[config.mk]
export PLATFORM = sky130hd
export DESIGN_NAME = edbs_ctrl
export DESIGN_NICKNAME = d
export VERILOG_FILES = /design/src/include/edbs_pkg.sv /design/src/rtl/edbs_timing.sv /design/src/rtl/edbs_ctrl.sv
export SDC_FILE = /design/constraint.sdc
export NUM_CORES = 1
export LEC_CHECK = 0
export BUFFER_PORTS_ARGS = -buffer_cell sky130_fd_sc_hd__buf_4
export CAP_MARGIN = 20
export CORE_UTILIZATION = 37
export DETAILED_ROUTE_END_ITERATION = 7
export SYNTH_ARGS = -nofsm -noshare
export SYNTH_HDL_FRONTEND = slang
export SYNTH_SLANG_ARGS = --single-unit
[constraint.sdc]
create_clock -name sys_clk -period 4.05 [get_ports sys_clk]
set_input_delay 0.405 -clock sys_clk [delete_from_list [all_inputs] [get_ports sys_clk]]
set_output_delay 0.405 -clock sys_clk [all_outputs]
set_load 0.01 [all_outputs]
[src/include/edbs_pkg.sv]
package edbs_pkg;
  // ==========================================================
  // stretch field and cycle counts
  // ==========================================================
  localparam int          STRETCH_W        = 3;
  localparam logic [2:0]  STRETCH_RESET    = 3'h1;
  localparam logic [2:0]  STRETCH_WIDE     = 3'h4;
  localparam int          MCYC_W           = 4;
  localparam int          UNIT_W           = 11;
  localparam logic [10:0] UNIT_DIV3        = 11'h400;
  localparam logic [10:0] UNIT_DIV2        = 11'h004;
  localparam logic [10:0] UNIT_X2          = 11'h002;
  localparam logic [10:0] UNIT_X4          = 11'h001;
  localparam logic [1:0]  DIV_SEL_DIV3     = 2'h3;
  localparam logic [1:0]  DIV_SEL_DIV2     = 2'h2;
  // ==========================================================
  // carriers
  // ==========================================================
  typedef struct packed {
    logic        write;
    logic        internal;
    logic [23:0] addr;
    logic [7:0]  wdata;
  } edbs_req_s;

  typedef struct packed {
    logic [23:0] addr;
    logic [7:0]  dataOut;
    logic        dataOe;
    logic        addrLatch;
    logic        readStrobe_n;
    logic        writeStrobe_n;
  } edbs_bus_s;

  typedef enum logic [5:0] {
    ST_IDLE   = 6'b000001,
    ST_ALE    = 6'b000010,
    ST_SETUP  = 6'b000100,
    ST_STROBE = 6'b001000,
    ST_HOLD   = 6'b010000,
    ST_DONE   = 6'b100000
  } edbs_state_e;
endpackage

[src/rtl/edbs_timing.sv]
// per-stretch phase lengths in machine cycles
module edbs_timing (
  input  wire logic [2:0]  stretch,
  output logic      [3:0]  totalCycles,
  output logic      [3:0]  aleCycles,
  output logic      [3:0]  setupCycles,
  output logic      [3:0]  strobeCycles,
  output logic      [3:0]  holdCycles
);
  logic wide;
  always_comb begin
    wide = (stretch >= edbs_pkg::STRETCH_WIDE);
    // address latch: 1, plus one at wide settings
    aleCycles    = wide ? 4'h2 : 4'h1; // RL9
    // setup cycle added from stretch 1
    setupCycles  = (stretch != 3'h0) ? 4'h1 : 4'h0; // RL7
    // strobe: 1 at stretch 0 and 1, then one more per step, one more at wide
    strobeCycles = (stretch == 3'h0) ? 4'h1 : // RL8 RL11 RL13
                   ({1'b0, stretch} + (wide ? 4'h1 : 4'h0));
    // hold: the extra address and data cycle at wide only
    holdCycles   = wide ? 4'h1 : 4'h0; // RL10 RL12 RL13
    // total: 2,3,4,5,9,10,11,12
    totalCycles  = wide ? (4'h5 + {1'b0, stretch}) : (4'h2 + {1'b0, stretch}); // RL3
  end
endmodule

[src/rtl/edbs_ctrl.sv]
// ==========================================================
// external data bus stretch controller
// ==========================================================
// Behaviour
// [RL1] stretch 0..7 from clock control field
// [RL2] stretch 0 two, stretch 7 twelve
// [RL3] totals 2,3,4,5,9,10,11,12 machine cycles
// [RL4] on-chip moves always two cycles
// [RL5] program fetches never stretched
// [RL6] stretch resets to one
// [RL7] stretch one adds setup and hold
// [RL8] stretch 2,3 widen strobe each
// [RL9] wide settings lengthen address latch
// [RL10] wide settings hold address one more
// [RL11] wide settings widen strobe one more
// [RL12] wide settings hold write data longer
// [RL13] above four only strobe grows
// [RL14] new stretch accepted any time
// [RL15] strobe width stretch times clock unit
// [RL16] far party finishes within strobe window
// [RL17] stretch sampled at move start
// [RL18] unit from multiplier and divider selects
module edbs_ctrl #(
  parameter int UNIT_MAX = 1024
) (
  input  wire logic                 sys_clk,
  input  wire logic                 rst_n,
  input  wire logic                 stretchWrite,
  input  wire logic [2:0]           stretchSelectField,
  input  wire logic                 clockMultiplierSelect,
  input  wire logic [1:0]           clockDividerSelect,
  input  wire logic                 machineTick,
  input  wire logic                 moveStart,
  input  wire edbs_pkg::edbs_req_s  moveReq,
  input  wire logic [7:0]           busDataIn,
  output logic [2:0]                stretchValue,
  output logic [10:0]               clockUnit,
  output logic                      moveBusy,
  output logic                      moveDone,
  output logic [7:0]                readData,
  output edbs_pkg::edbs_bus_s       bus
);
  // ==========================================================
  // stretch register
  // ==========================================================
  logic [2:0] stretch_q, stretch_d;
  always_comb begin
    stretch_d = stretch_q;
    if (stretchWrite) begin
      stretch_d = stretchSelectField; // RL1 RL14
    end
  end
  always_ff @(posedge sys_clk or negedge rst_n) begin
    if (!rst_n) begin
      stretch_q <= edbs_pkg::STRETCH_RESET; // RL6
    end else begin
      stretch_q <= stretch_d;
    end
  end
  assign stretchValue = stretch_q;

  // ==========================================================
  // clock unit
  // ==========================================================
  // clock unit in oscillator clocks for strobe width
  always_comb begin
    if (clockDividerSelect == edbs_pkg::DIV_SEL_DIV3) begin // RL15 RL18
      clockUnit = edbs_pkg::UNIT_DIV3;
    end else if (clockDividerSelect == edbs_pkg::DIV_SEL_DIV2) begin
      clockUnit = edbs_pkg::UNIT_DIV2;
    end else if (clockMultiplierSelect) begin
      clockUnit = edbs_pkg::UNIT_X4;
    end else begin
      clockUnit = edbs_pkg::UNIT_X2;
    end
  end

  // ==========================================================
  // bus cycle sequencer
  // ==========================================================
  edbs_pkg::edbs_state_e state_q, state_d;
  logic [2:0]            cur_q, cur_d;
  logic [3:0]            cnt_q, cnt_d;
  logic [3:0]            ela_q, ela_d;
  edbs_pkg::edbs_req_s   req_q, req_d;
  logic [7:0]            rdat_q, rdat_d;
  logic [3:0]            totC, aleC, setC, strC, hldC;

  edbs_timing u_timing (
    .stretch      (cur_q),
    .totalCycles  (totC),
    .aleCycles    (aleC),
    .setupCycles  (setC),
    .strobeCycles (strC),
    .holdCycles   (hldC)
  );

  always_comb begin
    state_d = state_q;
    cur_d   = cur_q;
    cnt_d   = cnt_q;
    req_d   = req_q;
    rdat_d  = rdat_q;
    ela_d   = ela_q;
    unique case (state_q)
      edbs_pkg::ST_IDLE: begin
        if (moveStart) begin
          req_d   = moveReq;
          // latch now so mid-cycle writes do not matter
          cur_d   = moveReq.internal ? 3'h0 : stretch_q; // RL4 RL5 RL17
          ela_d   = 4'h0;
          cnt_d   = 4'h0;
          state_d = edbs_pkg::ST_ALE;
        end
      end
      edbs_pkg::ST_ALE: begin
        if (machineTick) begin
          cnt_d = cnt_q + 4'h1;
          if (cnt_q + 4'h1 >= aleC) begin // RL9
            cnt_d   = 4'h0;
            state_d = (setC != 4'h0) ? edbs_pkg::ST_SETUP : edbs_pkg::ST_STROBE;
          end
        end
      end
      edbs_pkg::ST_SETUP: begin
        if (machineTick) begin
          state_d = edbs_pkg::ST_STROBE; // RL7
        end
      end
      edbs_pkg::ST_STROBE: begin
        if (machineTick) begin
          cnt_d = cnt_q + 4'h1;
          if (cnt_q + 4'h1 >= strC) begin // RL8 RL11 RL13 RL16
            cnt_d   = 4'h0;
            rdat_d  = busDataIn;
            state_d = (hldC != 4'h0) ? edbs_pkg::ST_HOLD : edbs_pkg::ST_DONE;
          end
        end
      end
      edbs_pkg::ST_HOLD: begin
        if (machineTick) begin
          cnt_d = cnt_q + 4'h1;
          if (cnt_q + 4'h1 >= hldC) begin // RL10 RL12
            cnt_d   = 4'h0;
            state_d = edbs_pkg::ST_DONE;
          end
        end
      end
      edbs_pkg::ST_DONE: begin
        state_d = edbs_pkg::ST_IDLE;
      end
      default: begin
        state_d = edbs_pkg::ST_IDLE;
      end
    endcase
    // overall cycle count caps the move
    if (state_q != edbs_pkg::ST_IDLE && state_q != edbs_pkg::ST_DONE && machineTick) begin
      ela_d = ela_q + 4'h1;
      if (ela_q + 4'h1 >= totC) begin // RL2 RL3
        cnt_d   = 4'h0;
        state_d = edbs_pkg::ST_DONE;
      end
    end
  end

  always_ff @(posedge sys_clk or negedge rst_n) begin
    if (!rst_n) begin
      state_q <= edbs_pkg::ST_IDLE;
      cur_q   <= 3'h0;
      cnt_q   <= 4'h0;
      req_q   <= '0;
      rdat_q  <= 8'h00;
      ela_q   <= 4'h0;
    end else begin
      state_q <= state_d;
      cur_q   <= cur_d;
      cnt_q   <= cnt_d;
      req_q   <= req_d;
      rdat_q  <= rdat_d;
      ela_q   <= ela_d;
    end
  end

  // ==========================================================
  // external pins, registered
  // ==========================================================
  edbs_pkg::edbs_bus_s bus_q, bus_d;
  logic                done_q, done_d;
  logic                ext;
  always_comb begin
    ext                 = !req_d.internal;
    bus_d               = '0;
    bus_d.readStrobe_n  = 1'b1;
    bus_d.writeStrobe_n = 1'b1;
    done_d              = (state_d == edbs_pkg::ST_DONE);
    if (ext && state_d != edbs_pkg::ST_IDLE && state_d != edbs_pkg::ST_DONE) begin
      bus_d.addr      = req_d.addr;
      bus_d.addrLatch = (state_d == edbs_pkg::ST_ALE);
      if (state_d == edbs_pkg::ST_STROBE) begin
        bus_d.readStrobe_n  = req_d.write;
        bus_d.writeStrobe_n = !req_d.write;
      end
      if (req_d.write && state_d != edbs_pkg::ST_ALE) begin
        bus_d.dataOut = req_d.wdata; // RL12
        bus_d.dataOe  = 1'b1;
      end
    end
    // write data kept through the done clock from stretch 1
    if (ext && state_d == edbs_pkg::ST_DONE && req_d.write && cur_d != 3'h0) begin // RL7
      bus_d.addr    = req_d.addr;
      bus_d.dataOut = req_d.wdata;
      bus_d.dataOe  = 1'b1;
    end
  end
  always_ff @(posedge sys_clk or negedge rst_n) begin
    if (!rst_n) begin
      bus_q  <= '{default: '0, readStrobe_n: 1'b1, writeStrobe_n: 1'b1};
      done_q <= 1'b0;
    end else begin
      bus_q  <= bus_d;
      done_q <= done_d;
    end
  end

  assign bus      = bus_q;
  assign moveDone = done_q; // RL2 RL3
  assign moveBusy = (state_q != edbs_pkg::ST_IDLE);
  assign readData = rdat_q;
endmodule

==> out/qor.txt, run 1 <==
run status = finished clean
Most used DFF post-synth = dfrtp_1
via count = 3607
final setup fails = 0
P_int = 2.54 mW
fin util = 0.485
Die Y = 114 µm
DR pass1 iterations = 6
Psw = 1.61 mW
Post-Synth Adder-Cell Area = 0.0512
mux contribution to synthesized area = 0.0170
Max IR drop VDD = 0.287 mV
Hold Buf Count CTS = 0
final hold vios = 0
Worst EP arrival = 3.64 ns
vias per cell = 4.86
Comb power frac = 0.432
top post-synthesis cells by area = dfrtp_1 (51%), nand2_1 (12%), ha_1 (5.1%), nor3b_1 (5.0%), dfstp_2 (2.3%)
largest family of logic cells by synthesized area = simple AND/OR/NAND/NOR gates
crit path launch type = register
Tmin final = 3.46 ns
clock latency on the worst-skew pair = 0.35 ns
port buffer count = 105
cell count after synthesis = 469
Flop pwr share = 0.353
syn_area_per_cell = 9.89 µm²
# Post-CTS Setup Buffers = 0
leading area contributor after synthesis = dfrtp_1
std cell rows = 40
GR Overflow Total = 0
H-tree Lvls = 3
Clock Tree Buf Depth = 2
Routed Antenna Nets = 0
RSZ-0062 raised after global routing = no
synthesis-to-layout area growth = 26.6%
Yosys warning count = 0
CTS root buf = clkbuf_16
EDFF count, synth = 0
MaxCap Viol Count = 0
final slew viol count = 0
Critical Path End Type = register
clock network power share = 0.215
Net Sw Frac = 0.388
DRT Wirelength = 10900 µm
die area = 13000 µm²
Synth Area in Compound Gates = 0.0766
final period utilization = 0.854
DRT iter0 DRCs = 189
Inst Count DP = 725
largest net degree at the start of global routing = 67
placed wire-length estimate = 7650 µm
Setup TNS = 0 ns
cts repair resizes = 0
I/O pins = 113
Rel. slew slack = 0.303
WL/cell = 14.7 µm
core area = 12100 µm²
global-route usage over all layers = 0.178
Async SR Flop Fraction = 1.00
Synth Cell Area = 4640 µm²
leakage = 2.96 nW
Yosys reg bits = 99
Finished Layout Cells = 742
# nets final = 641
WS Path Type = register to register
Clock Sinks = 99
GPL Wtd Cong = 0.869
post-synthesis cell type count = 60
share of cells above drive strength 1 = 0.258
Clk pin slew, worst setup/hold paths = 0.07 ns
TritonCTS clock tree = built
sequential area share after synthesis = 0.535
Cell Pwr Density = 705 nW/µm²
Die W = 114 µm
Tot Pwr = 4.14 mW
Worst Skew = 0.00813 ns
critical path peak fanout = 24
Hold Path Class = primary input to asynchronous set/reset pin
worst slew pin tran = 1.05 ns
post-synth top area share = 0.512
initial antenna violation count = 0
FMAX = 289 MHz
simple-gate share of the synthesized area = 0.267
vias in the first global route = 3668
Residual DRC = 0
starting density of the core = 0.383
Num CTS Buffers = 9
post-synthesis xor/xnor area fraction = 0.0113
first-pass GRT wire length = 17800 µm
ant diodes = 0
CP Data Required Time = 4.24 ns
[per-stage QoR]
step                      cell area (µm²)  hold WS [ns]  setup WS [ns]
final                                5870         0.135          0.593
after global routing                 5870         0.215          0.231
after CTS                            5850         0.187          0.587
after detailed placement             5540         0.452          0.578
after global placement               5540         0.445          0.676
after floorplan                      4660         0.109           1.18
[cell usage in the layout (no fill, tap or decap), types with 2 or more instances in the layout]
cell type  instances
o311ai_0           2
and3_1             3
o21ai_0           14
a31oi_1            3
nor3_1             4
xnor2_1            2
nand3_1           11
a21o_1             2
inv_1              9
buf_4            109
nor3b_1           31
and2b_1            2
dfrtp_1           95
nor2_1            18
clkbuf_8           2
nand3b_1           4
xor2_1             4
nand2b_1           9
clkbuf_16          9
o21a_1             3
or3_1              2
ha_1              19
nand2_1          144
nor2b_1            4
mux2_2             4
dfstp_2            4
nand3_2            2
a21oi_1           12
inv_6              2
nand4_1            4
mux2i_1            2
and2_1             2
clkinv_2           2
conb_1             7
[power groups by stage]
stage / Sequential [mW] / Combinational [mW] / Clock, mW
final: 1.46 / 1.79 / 0.889
after global routing: 1.50 / 2.01 / 0.950
after CTS: 1.47 / 1.78 / 0.910
after detailed placement: 1.48 / 1.77 / 0
after global placement: 1.48 / 1.74 / 0
after floorplan: 1.47 / 1.23 / 0
[routing by layer]
layer | share of wire | routed length, µm | track usage
met5 | 0 | 0 | 0
met4 | 0.012 | 135 | 0.0658
met2 | 0.46 | 5060 | 0.286
met3 | 0.071 | 774 | 0.0537
met1 | 0.45 | 4950 | 0.226
[cell usage after synthesis, types with 3 or more instances]
cell type  instances
ha_1              19
a21oi_1           12
nor3_1             4
inv_1              9
a31oi_1            3
and3_1             3
o21ai_0           14
dfrtp_1           95
nor2_1            18
buf_1              5
nand2_1          144
nor2b_1            4
o21a_1             3
mux2_2             4
nand3b_1           4
nor3b_1           31
dfstp_2            4
buf_2              8
nand4_1            4
nand2b_1           9
nand3_1           11
buf_4              8
clkbuf_1           4
xor2_1             4
[kinds of logic (layout without fill, tap and decap cells)]
family                     Yosys count  after routing
and+or+nand+nor                    250            250
muxes                                7              7
DFF                                 99             99
xor gates and xnor gates             6              6
other                                1              7
buffers and inverters               36            135
AOI/OAI and AO/OA                   51             51
adders and majority gates           19             19
[registers in the layout (all words and copies together), names as in the netlist]
signal and count:
cnt_q 4, state_q 6, req_q 34, readData 8
ela_q 4, stretchValue 3, moveDone 1, bus 36
cur_q 3
[worst paths after layout]
path | to | slack (ns) | cells after the start | from
min reg2reg | req_q[12]$_DFF_PN0_ | 0.47 | 2 | req_q[12]$_DFF_PN0_
max | bus[17]$_DFF_PN0_ | 0.59 | 12 | cur_q[2]$_DFF_PN0_
max reg2reg | bus[17]$_DFF_PN0_ | 0.59 | 12 | cur_q[2]$_DFF_PN0_
min | ela_q[1]$_DFFE_PN0P_ | 0.14 | 1 | rst_n
min in group sys_clk | readData[0]$_DFFE_PN0P_ | 0.24 | 3 | busDataIn[0]
max in group asynchronous | state_q[0]$_DFF_PN1_ | 2.98 | 2 | rst_n
[layout make-up]
class / count / area, µm²
clock buffer: 11 / 253
clock inverter: 5 / 57.6
fill: 1177 / 6240
inverter: 9 / 33.8
multi-input combinational: 340 / 1990
sequential: 99 / 2480
tap: 168 / 210
timing repair buffer: 110 / 846
[critical path, cell delays in order, from the launching register on]
cell      delay, ns
dfrtp_1        0.60
ha_1           0.26
ha_1           0.14
inv_1          0.05
nor3_1         0.16
a21oi_1        0.06
ha_1           0.28
o21ai_0        0.07
nand2b_1       0.19
nand4_4        0.23
o22ai_4        0.28
o21ba_1        0.86
nor3b_1        0.11
Power figures use the tool's default switching activity.
==> run 2, diff against run 1 <==
--- a/config.mk
+++ b/config.mk
@@ -9,6 +9,7 @@
 export CAP_MARGIN = 20
 export CORE_UTILIZATION = 37
 export DETAILED_ROUTE_END_ITERATION = 7
+export PLACE_DENSITY = 0.7
 export SYNTH_ARGS = -nofsm -noshare
 export SYNTH_HDL_FRONTEND = slang
 export SYNTH_SLANG_ARGS = --single-unit
==> run 2 against run 1 <==
  * Final cell count decreased by 0.40%
  * Combinational power decreased by 2%
  * Via count increased by 0.17%
  * Fmax increased by 1.9%
  * Critical path depth unchanged
  * Clock power decreased by 12%
==> out/qor.txt, run 2 (same netlist as run 1, synthesis figures left out) <==
vias per cell = 4.89 (+0.57%)
first-pass GRT wire length = 17400 µm (-1.8%)
DR pass1 iterations = 5 (-1)
GPL Wtd Cong = 0.865 (-0.43%)
via count = 3613 (+0.17%)
worst slew pin tran = 0.981 ns (-0.0646 ns)
met2 routed WL = 5350 µm (+5.7%)
WS Path Type = register to register
DR top layer = met4
Slowest Stage Delay on Critical Path = 0.81 ns (-0.05 ns)
RSZ-0062 raised after global routing = no
max reg flops = 36 (unchanged)
Worst Skew = 0.00608 ns (-0.00205 ns)
critical path peak fanout = 24 (unchanged)
final hold vios = 0 (unchanged)
area of the multi-input gates = 1990 µm² (unchanged)
most frequent cells in the layout = nand2_1 (144), buf_4 (110), dfrtp_1 (95)
ant diodes = 0 (unchanged)
FMAX = 295 MHz (+1.9%)
Rel. slew slack = 0.346 (+0.0430)
post-route cell area = 5810 µm² (-1.1%)
Setup TNS = 0 ns (unchanged)
H-tree Lvls = 3 (unchanged)
placed wire-length estimate = 7870 µm (+2.9%)
Hold Path Class = primary input to asynchronous set/reset pin
std cell rows = 40 (unchanged)
Residual DRC = 0 (unchanged)
MaxCap Viol Count = 0 (unchanged)
largest net degree at the start of global routing = 63 (-6.0%)
most used cell, CP = ha_1
crit path launch type = register
final slew viol count = 0 (unchanged)
die area = 13000 µm² (unchanged)
crit path cell chain = ha_1, ha_1, inv_1, nor3_1, a21oi_1, ha_1, o21ai_0, nand2b_1, nand4_4, o22ai_4, o21ba_1, nor3b_1
WL/cell = 14.5 µm (-1.7%)
Routed Antenna Nets = 0 (unchanged)
final period utilization = 0.837 (-0.0163)
M1 wire length = 4640 µm (-6.3%)
global-route usage over all layers = 0.172 (-0.00574)
Num CTS Buffers = 9 (unchanged)
metal3 WL = 600 µm (-22%)
CTS root buf = clkbuf_16
# nets final = 641 (unchanged)
most common cell after layout, fill and taps aside = nand2_1
run status = finished clean
CP Data Required Time = 4.22 ns (-0.02 ns)
Final WS setup = 0.659 ns (+0.0660 ns)
leakage = 2.93 nW (-1.0%)
Clock Sinks = 99 (unchanged)
worst slack at placement = 0.621 ns (+0.0436 ns)
synthesis-to-layout area growth = 25.2%
Hold Buf Count CTS = 0 (unchanged)
Die Y = 114 µm (unchanged)
Critical Path End Type = register
TritonCTS clock tree = built
share of cells above drive strength 1 = 0.254 (-0.00390)
GR Overflow Total = 0 (unchanged)
Clock Tree Buf Depth = 2 (unchanged)
Max IR drop VDD = 0.402 mV (+40%)
CP max stage cell = o21ba_1
Cell Pwr Density = 687 nW/µm² (-2.5%)
Clk pin slew, worst setup/hold paths = 0.06 ns (about the same)
core area = 12100 µm² (unchanged)
# Post-CTS Setup Buffers = 0 (unchanged)
port buffer count = 105 (unchanged)
DRT Wirelength = 10700 µm (-2.1%)
Tmin final = 3.39 ns (-0.0660 ns)
starting density of the core = 0.383 (unchanged)
Seq. cell area = 2480 µm² (unchanged)
DRT iter0 DRCs = 178 (-5.8%)
cts repair resizes = 0 (unchanged)
fillcell total = 1195 (+1.5%)
final setup fails = 0 (unchanged)
initial antenna violation count = 0 (unchanged)
Post-Place Cell Area = 5540 µm² (+0.14%)
Die W = 114 µm (unchanged)
I/O pins = 113 (unchanged)
fin util = 0.480 (-0.00527)
vias in the first global route = 3587 (-2.2%)
clock latency on the worst-skew pair = 0.33 ns (-0.02 ns)
Worst EP arrival = 3.56 ns (-0.08 ns)
[run 2: changes by cell type in the layout (fill, tap and decap cells not counted)]
cell       before  now
buf_4         109  110
buf_16          1    0
clkinv_2        2    1
bufinv_16       1    0
inv_6           2    0
clkinv_4        0    1
[run 2: path summary, 6_finish.rpt]
check,start,end,slack (ns),cells after the start
max,cur_q[2]$_DFF_PN0_,bus[31]$_DFF_PN0_,0.66,12
min,rst_n,cur_q[1]$_DFF_PN0_,0.14,1
max reg2reg,cur_q[2]$_DFF_PN0_,bus[31]$_DFF_PN0_,0.66,12
min reg2reg,req_q[27]$_DFF_PN0_,req_q[27]$_DFF_PN0_,0.46,2
max in group asynchronous,rst_n,bus[0]$_DFF_PN1_,2.89,2
min in group sys_clk,busDataIn[6],readData[6]$_DFFE_PN0P_,0.27,3
[run 2: final cells by class]
| type | instances | share of cell area |
|---|---|---|
| clock buffers | 11 | 0.0435 |
| clock inverters | 2 | 0.00237 |
| inverters | 9 | 0.00582 |
| multi-input cells | 340 | 0.343 |
| flip-flops and latches | 99 | 0.427 |
| well taps | 168 | 0.0362 |
| repair buffers | 110 | 0.142 |
[run 2: worst max-delay path: cells and delay by family, from the launching register on]
kind,cells,cell delay (ns)
AOI/OAI and AO/OA,4,1.21
buffers and inverters,1,0.05
DFF,1,0.60
adders and majority gates,3,0.67
and+or+nand+nor,4,0.67
[run 2: per-layer routing]
| layer | track usage | vias to the layer above |
|---|---|---|
| li1 | - | 1764 |
| met1 | 0.223 | 1722 |
| met2 | 0.291 | 115 |
| met3 | 0.0383 | 12 |
| met4 | 0.0433 | 0 |
| met5 | 0 | - |
[run 2: through the flow]
step           hold slack, ns  power [mW]  cells
4_1_cts                 0.179        4.03    739
3_3_place_gp            0.445        3.18    726
2_1_floorplan           0.109        2.70    475
3_5_place_dp            0.452        3.24    726
6_report                0.141        3.99    739
5_1_grt                 0.208        4.31    739
[run 2: report_power, final]
part / internal, mW / switching (mW) / leakage [nW] / total (mW)
clock network: 0.440 / 0.342 / 0.133 / 0.782
registers: 1.30 / 0.165 / 1.29 / 1.46
logic: 0.705 / 1.04 / 1.51 / 1.75
==> run 3, diff against run 2 <==
--- a/config.mk
+++ b/config.mk
@@ -9,7 +9,7 @@
 export CAP_MARGIN = 20
 export CORE_UTILIZATION = 37
 export DETAILED_ROUTE_END_ITERATION = 7
-export PLACE_DENSITY = 0.7
+export PLACE_DENSITY = 0.72
 export SYNTH_ARGS = -nofsm -noshare
 export SYNTH_HDL_FRONTEND = slang
 export SYNTH_SLANG_ARGS = --single-unit
==> constraint.sdc (replaced) <==
create_clock -name sys_clk -period 2.8 [get_ports sys_clk]
set_input_delay 0.28 -clock sys_clk [delete_from_list [all_inputs] [get_ports sys_clk]]
set_output_delay 0.28 -clock sys_clk [all_outputs]
set_load 0.01 [all_outputs]
==> run 3 against run 2 <==
  * Hold slack worse by 0.018 ns
  * Clock skew is 0.0065 ns higher
  * Count of clock-buffer cells in the layout is 1 lower
  * Total power is 59% higher
  * Sequential power is 42% higher
  * Global-route usage is 0.97 points higher
  * Flip-flop and latch count stayed put
  * Final cell count is 2.3% higher
  * Largest power group unchanged
  * Register-to-register slack worse by 0.53 ns
==> out/qor.txt, run 3 (same netlist as run 1, synthesis figures left out) <==
FMAX = 375 MHz (+27%)
Die W = 114 µm (unchanged)
Clock Tree Buf Depth = 2 (unchanged)
CP Data Required Time = 3.07 ns (-1.15 ns)
leakage = 3.05 nW (+4.0%)
most used cell, CP = ha_1
Residual DRC = 0 (unchanged)
H-tree Lvls = 3 (unchanged)
DRT Wirelength = 11000 µm (+3.1%)
hold slack = 0.123 ns (-0.0178 ns)
CP max stage cell = a2111o_1
# nets final = 655 (+2.2%)
Worst Skew = 0.0126 ns (+0.00653 ns)
RSZ-0062 raised after global routing = yes
starting density of the core = 0.383 (unchanged)
die area = 13000 µm² (unchanged)
family with the most delay on the worst path = compound AO/OA/AOI/OAI gates
crit path launch type = register
Hold Path Origin = busDataIn[4]
clock network power share = 0.208 (+0.012)
final slew viol count = 0 (unchanged)
vias in the first global route = 3771 (+5.1%)
Die Y = 114 µm (unchanged)
worst reg2reg path startpoint = cur_q[0]$_DFF_PN0_
clock latency on the worst-skew pair = 0.36 ns (+0.03 ns)
Finished Layout Cells = 756 (+2.3%)
WL/cell = 14.6 µm (+0.79%)
port buffer count = 105 (unchanged)
std cell rows = 40 (unchanged)
Bufs and invs on worst path = 1 (unchanged)
Tot Pwr = 6.35 mW (+59%)
global-route usage over all layers = 0.182 (+0.00968)
fin util = 0.500 (+0.0204)
Clk pin slew, worst setup/hold paths = 0.07 ns (about the same)
Cell Pwr Density = 1050 nW/µm² (+53%)
reg2reg setup slack = 0.13 ns (-0.53 ns)
crit path cell chain = ha_1, ha_1, nand2_1, ha_1, a2111o_1, nand4_4, o22ai_4, o21ba_1, buf_12, nor3b_1
TritonCTS clock tree = built
core area = 12100 µm² (unchanged)
Max IR drop VDD = 0.673 mV (+68%)
post-route cell area = 6060 µm² (+4.2%)
GR Overflow Total = 0 (unchanged)
I/O pins = 113 (unchanged)
Inst Count DP = 737 (+1.5%)
final hold vios = 0 (unchanged)
hold path depth = 3
Slowest Stage Delay on Critical Path = 0.47 ns (-0.34 ns)
Clock Sinks = 99 (unchanged)
fillcell total = 1150 (-3.8%)
Num CTS Buffers = 9 (unchanged)
most frequent cells in the layout = nand2_1 (143), buf_4 (119), dfrtp_1 (95)
synthesis-to-layout area growth = 30.5%
GPL Wtd Cong = 0.833 (-3.8%)
DRT iter0 DRCs = 202 (+13%)
Hold Path Sink = readData[4]$_DFFE_PN0P_
DR pass1 iterations = 4 (-1)
vias per cell = 4.89 (about the same)
MaxCap Viol Count = 0 (unchanged)
r2r endpoint = bus[21]$_DFF_PN0_
Tmin final = 2.67 ns (-0.722 ns)
most common cell after layout, fill and taps aside = nand2_1
P_int = 3.90 mW (+59%)
Post-Place Cell Area = 5680 µm² (+2.4%)
initial antenna violation count = 0 (unchanged)
run status = finished clean
Psw = 2.46 mW (+59%)
placed wire-length estimate = 7950 µm (+1.1%)
Hold Path Class = primary input to register
Net Sw Frac = 0.387 (-0.00114)
ant diodes = 0 (unchanged)
Flop pwr share = 0.327 (-0.040)
reg2reg path depth = 10 (-2)
via count = 3696 (+2.3%)
worst slew pin tran = 0.646 ns (-0.335 ns)
Critical Path End Type = register
first-pass GRT wire length = 18100 µm (+4.0%)
Rel. slew slack = 0.569 (+0.223)
Routed Antenna Nets = 0 (unchanged)
final setup fails = 0 (unchanged)
final period utilization = 0.953 (+0.116)
critical path peak fanout = 24 (unchanged)
Worst EP arrival = 2.94 ns (-0.62 ns)
WS Path Type = register to register
max reg flops = 36 (unchanged)
largest net degree at the start of global routing = 51 (-19%)
CTS root buf = clkbuf_16
share of cells above drive strength 1 = 0.293 (+0.0386)
Comb power frac = 0.464 (+0.026)
==> run 3: changes by cell type in the layout (fill, tap and decap cells not counted), moves of 2 or more <==
cell     previous run  this run
nor2_1             18        16
buf_4             110       119
nor3b_2             1         7
nor2_2              1         3
nor3b_1            31        25
inv_8               0         3
buf_12              0         4
==> run 3: stage by stage <==
step / worst slack, ns / setup TNS, ns
after global placement: 0.172 / 0
after floorplan: 0.0956 / 0
final: 0.131 / 0
after global routing: -0.0169 / -0.171
after CTS: 0.0283 / 0
after detailed placement: 0.0594 / 0
==> run 3: timing repair <==
action,in CTS,in global routing
setup endpoints to repair,0,42
setup buffers,0,2
hold buffers,1,0
endpoints found under the hold margin,48,0
gates resized for setup,0,11
==> run 3: worst max path at each step <==
| stage | slack [ns] | cells past startpoint | to | startpoint |
|---|---|---|---|---|
| after global placement | 0.17 | 10 | bus[12]$_DFF_PN0_ | cur_q[0]$_DFF_PN0_ |
| after floorplan | 0.1 | 13 | bus[12]$_DFF_PN0_ | cur_q[2]$_DFF_PN0_ |
| after CTS | 0.03 | 12 | bus[18]$_DFF_PN0_ | cur_q[0]$_DFF_PN0_ |
| after detailed placement | 0.06 | 12 | bus[24]$_DFF_PN0_ | cur_q[0]$_DFF_PN0_ |
| final | 0.13 | 10 | bus[21]$_DFF_PN0_ | cur_q[0]$_DFF_PN0_ |
| after global routing | -0.02 | 13 | cnt_q[2]$_DFF_PN0_ | cur_q[0]$_DFF_PN0_ |
==> run 3: area by class of cell <==
cell class	instances	area, µm²	area share
Sequential cell	99	2480	0.410
Multi-Input combinational cell	340	2030	0.335
Timing Repair Buffer	124	983	0.162
Clock buffer	10	239	0.0395
Tap cell	168	210	0.0347
Clock inverter	6	77.6	0.0128
Inverter	9	33.8	0.00558
==> run 3: power groups by stage <==
stage               Sequential, mW  Combinational [mW]  Clock [mW]
floorplan                     2.13                1.78           0
global placement              2.08                2.75           0
detailed placement            2.10                2.85           0
CTS                           2.08                2.86        1.35
global route                  2.12                3.29        1.41
finish                        2.08                2.95        1.32
==> run 3: worst min-delay path, stage by stage <==
cell	delay, ns
buf_4	0.07
nand2_1	0.04
nand2_1	0.05
==> run 3: metal layers <==
metal | global-route usage | vias to the layer above | share of wire
met5 | 0 | - | 0
met4 | 0.0753 | 0 | 0.025
met3 | 0.0425 | 22 | 0.041
met2 | 0.314 | 101 | 0.51
met1 | 0.217 | 1781 | 0.42
li1 | - | 1792 | -
